## config.mk

```make
export PLATFORM = sky130hd
export DESIGN_NAME = serial_port_select_enable
export DESIGN_NICKNAME = d
export VERILOG_FILES = /design/src/core/serial_port_pkg.sv /design/src/core/serial_port_select_enable.sv /design/src/core/pin_sync3.sv
export SDC_FILE = /design/constraint.sdc
export NUM_CORES = 1
export LEC_CHECK = 0
export BUFFER_PORTS_ARGS = -buffer_cell sky130_fd_sc_hd__buf_2
export CAP_MARGIN = 10
export CORE_MARGIN = 3
export CORE_UTILIZATION = 52
export DETAILED_ROUTE_END_ITERATION = 8
export PLACE_DENSITY = 0.83
export SLEW_MARGIN = 20
export SYNTH_ARGS = -nofsm -noshare
export SYNTH_HDL_FRONTEND = slang
export SYNTH_SLANG_ARGS = --single-unit
```

## constraint.sdc

```tcl
create_clock -name hclk -period 2.2 [get_ports hclk]
set_input_delay 0.44 -clock hclk [delete_from_list [all_inputs] [get_ports hclk]]
set_output_delay 0.44 -clock hclk [all_outputs]
set_load 0.01 [all_outputs]
```

## src/core/serial_port_pkg.sv

```systemverilog
/*
 * Constants for the serial port select and enable block: register map,
 * field positions, reset values and signal detect thresholds.
 * Assumes a 32-bit AHB-Lite register bus, word aligned.
 */
package serial_port_pkg;

  // ****************************************************************
  // Register map
  // ****************************************************************
  localparam logic [7:0]  CTRL_OFF     = 8'h00; // Control, read/write
  localparam logic [7:0]  STATUS_OFF   = 8'h04; // Status, read only
  localparam logic [31:0] CTRL_RESET   = 32'h0000_0000;

  // ****************************************************************
  // Field positions
  // ****************************************************************
  localparam int CTRL_LOOP_BIT   = 0;  // Software loop-back force
  localparam int ST_EN_LSB       = 0;  // Driver enables, 8 bits
  localparam int ST_SEL_LSB      = 8;  // Input selectors, 4 bits
  localparam int ST_LOOP_BIT     = 12; // Effective loop-back
  localparam int ST_OPEN_BIT     = 13; // Latch open
  localparam int ST_DRST_BIT     = 14; // Device reset seen
  localparam int ST_LVL_LSB      = 16; // Level select code, 2 bits

  // ****************************************************************
  // Geometry and signal detect
  // ****************************************************************
  localparam int CHANNELS        = 4;
  localparam int DRIVERS         = 8;
  localparam int SYNC_W          = 25;
  localparam logic [1:0] LVL_LOW = 2'h0;
  localparam logic [1:0] LVL_MID = 2'h1;
  localparam logic [7:0] TH_LOW  = 8'h10; // Plain threshold codes
  localparam logic [7:0] TH_MID  = 8'h20;
  localparam logic [7:0] TH_HIGH = 8'h40;
  localparam logic [23:0] DRV_MAP_DEFAULT = 24'hfac688; // Identity map

endpackage

```

## src/core/serial_port_select_enable.sv

```systemverilog
/*
 * Four-channel serial port control: input select, loop-back, driver
 * output-enable latch and signal detect level select, with an AHB-Lite
 * register slave. Assumes control pins are asynchronous to hclk and the
 * transmit serial data comes from logic on hclk.
 */
`timescale 1ns/1ns
`default_nettype none

module serial_port_select_enable
  import serial_port_pkg::*;
#(
  parameter logic [23:0] DRV_MAP = DRV_MAP_DEFAULT
) (
  input  wire logic         hclk,
  input  wire logic         hresetn,
  input  wire logic         hsel,
  input  wire logic [31:0]  haddr,
  input  wire logic [1:0]   htrans,
  input  wire logic         hwrite,
  input  wire logic [2:0]   hsize,
  input  wire logic [31:0]  hwdata,
  input  wire logic         hready,
  output logic              hreadyout,
  output logic              hresp,
  output logic      [31:0]  hrdata,
  input  wire logic         device_reset_n,
  input  wire logic         global_loopback_en,
  input  wire logic         drv_enable_latch_open,
  input  wire logic [7:0]   shared_enable_bus,
  input  wire logic [3:0]   rx_input_choose,
  input  wire logic [1:0]   sig_detect_level_sel,
  input  wire logic [3:0]   primary_serial_in,
  input  wire logic [3:0]   secondary_serial_in,
  input  wire logic [3:0]   tx_serial_data,
  output logic      [3:0]   cdr_serial_in,
  output logic      [7:0]   serial_driver_pair,
  output logic      [7:0]   serial_driver_en,
  output logic      [7:0]   sig_detect_threshold
);

  // ****************************************************************
  // Pin synchronisation
  // ****************************************************************
  logic [SYNC_W-1:0] sync_out;
  logic              drst_s;
  logic              open_s;
  logic              lbpin_s;
  logic [1:0]        lvl_s;
  logic [3:0]        sel_s;
  logic [3:0]        pri_s;
  logic [3:0]        sec_s;
  logic [7:0]        bus_s;
  logic [31:0]       ctrl_reg;
  logic              lb_eff;
  logic [7:0]        held_reg;
  logic [7:0]        bus_eff;
  logic [7:0]        en_map;
  logic [7:0]        th_next;
  logic              wr_pend_reg;
  logic [7:0]        addr_reg;

  pin_sync3 #(.W(SYNC_W)) u_sync (
    .hclk    (hclk),
    .hresetn (hresetn),
    .pin_in  ({~device_reset_n, drv_enable_latch_open, global_loopback_en,
               sig_detect_level_sel, rx_input_choose, primary_serial_in,
               secondary_serial_in, shared_enable_bus}),
    .pin_out (sync_out)
  );

  // Split synchronised pins; device reset held active-high internally
  assign drst_s  = sync_out[24];
  assign open_s  = sync_out[23];
  assign lbpin_s = sync_out[22];
  assign lvl_s   = sync_out[21:20];
  assign sel_s   = sync_out[19:16];
  assign pri_s   = sync_out[15:12];
  assign sec_s   = sync_out[11:8];
  assign bus_s   = sync_out[7:0];
  assign lb_eff  = lbpin_s | ctrl_reg[CTRL_LOOP_BIT];

  // ****************************************************************
  // Output-enable latch
  // ****************************************************************
  // Capture bus while open, clear on sampled device reset
  always_ff @(posedge hclk or negedge hresetn) begin
    if (!hresetn) begin
      held_reg <= '0;
    end else if (drst_s) begin
      held_reg <= '0;
    end else if (open_s) begin
      held_reg <= bus_s;
    end
  end

  // Transparent when open, held value when closed
  always_comb begin
    if (drst_s) begin
      bus_eff = '0;
    end else if (open_s) begin
      bus_eff = bus_s;
    end else begin
      bus_eff = held_reg;
    end
  end

  // Fixed bus-bit to driver map
  always_comb begin
    en_map = '0;
    for (int d = 0; d < DRIVERS; d++) begin
      en_map[d] = bus_eff[DRV_MAP[d*3 +: 3]];
    end
  end

  // ****************************************************************
  // Serial paths
  // ****************************************************************
  // Receiver source: loop-back, else primary or secondary
  always_ff @(posedge hclk or negedge hresetn) begin
    if (!hresetn) begin
      cdr_serial_in <= '0;
    end else if (lb_eff) begin
      cdr_serial_in <= tx_serial_data;
    end else begin
      cdr_serial_in <= (sel_s & pri_s) | (~sel_s & sec_s);
    end
  end

  // Drivers: enable from latch, data or constant one in loop-back
  always_ff @(posedge hclk or negedge hresetn) begin
    if (!hresetn) begin
      serial_driver_en   <= '0;
      serial_driver_pair <= '0;
    end else begin
      serial_driver_en <= en_map;
      for (int d = 0; d < DRIVERS; d++) begin
        if (!en_map[d]) begin
          serial_driver_pair[d] <= 1'b0;
        end else if (lb_eff) begin
          serial_driver_pair[d] <= 1'b1;
        end else begin
          serial_driver_pair[d] <= tx_serial_data[d/2];
        end
      end
    end
  end

  // ****************************************************************
  // Signal detect level
  // ****************************************************************
  // Three-level code to threshold; code 3 reads as high
  always_comb begin
    unique case (lvl_s)
      LVL_LOW: th_next = TH_LOW;
      LVL_MID: th_next = TH_MID;
      default: th_next = TH_HIGH;
    endcase
  end

  always_ff @(posedge hclk or negedge hresetn) begin
    if (!hresetn) begin
      sig_detect_threshold <= TH_LOW;
    end else begin
      sig_detect_threshold <= th_next;
    end
  end

  // ****************************************************************
  // AHB-Lite slave
  // ****************************************************************
  assign hreadyout = 1'b1;
  assign hresp     = 1'b0;

  // Address phase capture and read data
  always_ff @(posedge hclk or negedge hresetn) begin
    if (!hresetn) begin
      wr_pend_reg <= 1'b0;
      addr_reg    <= '0;
      hrdata      <= '0;
    end else begin
      wr_pend_reg <= hsel & hready & htrans[1] & hwrite;
      addr_reg    <= haddr[7:0];
      hrdata      <= '0;
      if (hsel && hready && htrans[1] && !hwrite) begin
        if (haddr[7:0] == CTRL_OFF) begin
          hrdata <= ctrl_reg;
        end else if (haddr[7:0] == STATUS_OFF) begin
          hrdata <= {14'h0, lvl_s, 1'b0, drst_s, open_s, lb_eff,
                     sel_s, serial_driver_en};
        end
      end
    end
  end

  // Control register write in data phase
  always_ff @(posedge hclk or negedge hresetn) begin
    if (!hresetn) begin
      ctrl_reg <= CTRL_RESET;
    end else if (wr_pend_reg && addr_reg == CTRL_OFF) begin
      ctrl_reg <= {31'h0, hwdata[CTRL_LOOP_BIT]};
    end
  end

  // ****************************************************************
  // Assertions
  // ****************************************************************
  a_primary_pick: assert property (@(posedge hclk) disable iff (!hresetn)
    !lb_eff |=> cdr_serial_in == $past((sel_s & pri_s) | (~sel_s & sec_s)))
    else $error("Receiver source does not follow input selector");

  a_loop_route: assert property (@(posedge hclk) disable iff (!hresetn)
    lb_eff |=> cdr_serial_in == $past(tx_serial_data))
    else $error("Loop-back does not route transmit data");

  a_loop_mark: assert property (@(posedge hclk) disable iff (!hresetn)
    lb_eff |=> (serial_driver_pair | ~serial_driver_en) == 8'hff)
    else $error("Enabled driver not at logic one in loop-back");

  a_loop_ignore: assert property (@(posedge hclk) disable iff (!hresetn)
    (lb_eff && $past(lb_eff) && $stable(tx_serial_data)) |=>
      $stable(cdr_serial_in))
    else $error("External input leaks through during loop-back");

  a_latch_pass: assert property (@(posedge hclk) disable iff (!hresetn)
    (open_s && !drst_s) |=> serial_driver_en == $past(en_map) &&
      $past(bus_eff) == $past(bus_s))
    else $error("Open latch does not pass enable bus");

  a_drv_off: assert property (@(posedge hclk) disable iff (!hresetn)
    (serial_driver_pair & ~serial_driver_en) == 8'h00)
    else $error("Disabled driver carries data");

  a_latch_hold: assert property (@(posedge hclk) disable iff (!hresetn)
    (!open_s && !drst_s && $past(!open_s) && !$past(drst_s)) |->
      $stable(held_reg) ##1 serial_driver_en == $past(en_map))
    else $error("Closed latch lost its value");

  a_reset_clear: assert property (@(posedge hclk) disable iff (!hresetn)
    drst_s |=> held_reg == 8'h00 && serial_driver_en == 8'h00)
    else $error("Device reset did not clear driver enables");

  a_level_pick: assert property (@(posedge hclk) disable iff (!hresetn)
    lvl_s == LVL_MID |=> sig_detect_threshold == TH_MID)
    else $error("Signal detect threshold not selected");

endmodule

`default_nettype wire

```

## src/core/pin_sync3.sv

```systemverilog
/*
 * Three-stage synchroniser for a vector of asynchronous pins.
 * Assumes one clock; an output bit changes once stages two and three agree.
 */
`timescale 1ns/1ns
`default_nettype none

module pin_sync3 #(
  parameter int W = 8
) (
  input  wire logic         hclk,
  input  wire logic         hresetn,
  input  wire logic [W-1:0] pin_in,
  output logic      [W-1:0] pin_out
);

  logic [W-1:0] s1_reg;
  logic [W-1:0] s2_reg;
  logic [W-1:0] s3_reg;

  // Three flops, stage one read only by stage two
  always_ff @(posedge hclk or negedge hresetn) begin
    if (!hresetn) begin
      s1_reg <= '0;
      s2_reg <= '0;
      s3_reg <= '0;
    end else begin
      s1_reg <= pin_in;
      s2_reg <= s1_reg;
      s3_reg <= s2_reg;
    end
  end

  // Accept a bit only where stages two and three agree
  always_ff @(posedge hclk or negedge hresetn) begin
    if (!hresetn) begin
      pin_out <= '0;
    end else begin
      pin_out <= (s2_reg & s3_reg) | (pin_out & (s2_reg | s3_reg));
    end
  end

endmodule

`default_nettype wire

```

==> metrics list <==
- Wires add up to a little over 7 mm.
- The final-report max-slew violation count is 0.
- Die area: 10200 um2
- Req. time, crit path: 1.76 ns
- After synthesis, the netlist uses 25 different library cells.
- For this design the ratio of total power to cell area is 1070 nW/um2.
- I/O pins: ~170
* Buffers and inverters on the worst path: 1
- The worst-case IR drop observed on VDD is 0.552 mV.
- In this run the critical register-to-register path is launched from u_sync.pin_out[23].
* Crit path largest cell delay: ~0.52 ns
- Synthesis inferred 150 register bits.
- The tightest min-delay check is of the input pin to flip-flop type.
- H-Tree Level Count: 4
- The number of endpoints with negative hold slack in the final report came to 0.
- STA classifies the critical path startpoint as a flip-flop.
* Transition at the pin with the smallest max-transition slack: roughly 0.66 ns
- Setup crit end: sig_detect_threshold[4]
- Setup repair after global routing left no endpoint under its margin.
* Clock network latency to the later pin of the worst-skew pair: 0.51 ns
- In the final routed layout, each cell accounts on average for 14.9 um.
- Total vias in the final route: approximately 2300
* Minimum period implied by the final worst setup slack: 1.58 ns
- Mean instance size in the synthesized netlist: roughly 17 um2
- In this run the post-CTS setup repair buffer count came out at 0.
- The longest clock path from root to sink contains 2 buffers.
- Routability-driven placement finished with a final weighted congestion of 0.749.
* Max Cap Viol: 0
- Fraction of final layout cells sized beyond drive strength 1: 0.316
* Core Region: around 8500 um2
* Number of fill cells: about 600
- Post-CTS Hold Fix Bufs: 1
* LEAKAGE: around 2.8 nW
- Sequential area share after synthesis: 0.803
- In this run the number of cells on the critical path is 1.
* Initial core utilization: 0.552
- The setup check on the worst reg-to-reg path leaves a slack of 0.90 ns.
- The cell family contributing the most delay on the critical path is flip-flops.
- DRC violation count after routing: 0
- After global routing the overflow that remains totals 0.
* Antenna violations before repair: 0
- Share of the clock period used by the worst path: 0.716
* Setup-violating endpoint count in the final report: 0
- Final layout net count: 473
- Most frequent cells in the layout: dfrtp_1, buf_2, maj3_1
- Post-route ant nets: 0
- Number of antenna cells inserted: 0
* Launching element of the worst setup path: sig_detect_threshold[4]
- Maximum number of pins on one net before global-route repair: 60
- STA classifies the critical path endpoint as a primary output.
- Buffers inserted during clock tree synthesis total 17.
- Measured against its own limit, the worst slew margin works out to 0.559.
* Slowest stage cell, crit path: dfstp_2
- Via count of the first global-routing pass: 2417
* Port buffer count: 83
* Die X: slightly above 100 um
- The number of placed instances, taps included, is between 400 and 500.
- Accumulated negative setup slack: 0 ns
- The clock drives 150 sinks.
- The run finished with clean final reports.
- Cell count after synthesis: 273
* Chip Height: between 100 and 150 um
* Layout-stage area growth over the synthesis result: 23.0%
- For this run, the total global-route usage over all layers was measured as 0.160.
- The first TritonRoute pass finished after 4 iterations.
* Reg2Reg Capture Point: serial_driver_pair[5]
- CTS root buf: clkbuf_8
- CTS tree: built
- During synthesis, Yosys emitted a total of 0 warnings.
- Mapped Area: between 4000 and 5000 um2
- Clock slew seen by the registers of the worst setup and hold paths: 0.06 ns
* Maximum fanout along the worst path: 1
* Global-route wire length before repair: 12.1 mm
- The setup path with the least slack is of type flip-flop to primary output.
* HPWL after detailed placement: 4.92 mm
* Arrival time at the worst endpoint: 1.14 ns
- Traced cell by cell, the critical path runs through buf_2.
* Number of instances resized during post-cts repair: 0
* Vias per cell: roughly 4.7
- Final worst clock skew: 0.00654 ns
* Number of placement rows: 33
- Based on the critical path, the design can be clocked at up to 635 MHz.
- Number of non-filler instances in the completed layout: 488
- Cells on worst reg2reg path: 3
* Most common cell after layout, fill and taps aside: dfrtp_1
- Initial DRC count: 45
-- through the flow --
| stage | utilization | power (mW) | setup slack [ns] | hold WS (ns) | area (um2) |
|---|---|---|---|---|---|
| 6_report | 0.679 | 6.15 | 0.625 | 0.0336 | 5750 |
| 3_5_place_dp | 0.608 | 3.40 | 0.691 | 0.335 | 5140 |
| 5_1_grt | 0.679 | 6.42 | 0.577 | 0.00370 | 5750 |
| 3_3_place_gp | 0.608 | 3.38 | 0.699 | 0.332 | 5140 |
| 2_1_floorplan | - | 3.23 | 0.921 | 0.144 | 4750 |
| 4_1_cts | 0.679 | 6.23 | 0.587 | 0.00313 | 5750 |
-- layer usage --
layer	GRT usage	up-vias	wire [um]
met2	0.250	84	3510
met5	0	-	0
met3	0.0602	8	576
li1	-	1055	-
met4	0.0715	0	89
met1	0.202	1134	3090
-- Yosys cell counts --
master,n,share of area
and2_1,17,0.023
and3_1,1,0.0013
and4_4,1,0.0024
buf_2,2,0.0021
buf_4,22,0.035
buf_6,1,0.0024
clkbuf_1,3,0.0024
conb_1,2,0.0016
dfrtp_1,149,0.80
dfstp_2,1,0.0056
inv_1,1,0.00080
maj3_1,25,0.054
mux2_1,1,0.0024
mux2i_1,13,0.028
nand2_1,4,0.0032
nand3_1,1,0.0011
nand4b_1,1,0.0019
nor2_1,10,0.0080
nor2b_1,1,0.0013
nor3_1,1,0.0011
nor4_1,1,0.0013
nor4_2,2,0.0054
o21a_1,8,0.013
o21ai_1,4,0.0043
or2_1,1,0.0013
-- kinds of logic (layout without fill, tap and decap cells) --
kind of cell,count (synthesis),after routing,share of synthesized area
flip-flops,150,150,0.803
AND/OR/NAND/NOR,41,41,0.0511
buffers and inverters,29,119,0.0431
adder cells (fa/ha/maj),25,25,0.0535
multiplexers,14,14,0.0302
AO/OA/AOI/OAI,12,12,0.0171
other,2,22,0.00161
-- worst min path at each step --
stage | from | end | slack, ns | cells after the start
detailed placement | u_sync.s1_reg[17] | u_sync.s2_reg[17] | 0.33 | 0
floorplan | hresetn | addr_reg[0] | 0.14 | 0
global route | primary_serial_in[3] | u_sync.s1_reg[15] | 0.004 | 1
finish | rx_input_choose[0] | u_sync.s1_reg[16] | 0.03 | 1
CTS | rx_input_choose[0] | u_sync.s1_reg[16] | 0.003 | 1
global placement | u_sync.s1_reg[6] | u_sync.s2_reg[6] | 0.33 | 0
-- area by class of cell --
| type | instances | area [um2] | share of cell area |
|---|---|---|---|
| sequential | 150 | 3750 | 0.653 |
| multi-input combinational | 114 | 793 | 0.138 |
| timing repair buffer | 86 | 472 | 0.0820 |
| clock buffer | 18 | 428 | 0.0744 |
| clock inverter | 14 | 166 | 0.0289 |
| tap | 105 | 131 | 0.0229 |
| inverter | 1 | 3.75 | 0.000653 |
-- report_power, final --
part / total, mW / leakage, nW / switching (mW) / internal [mW]
registers: 3.03 / 1.82 / 0.0978 / 2.93
clock network: 2.81 / 0.283 / 1.13 / 1.68
logic: 0.314 / 0.731 / 0.176 / 0.139
Power figures use the tool's default switching activity.
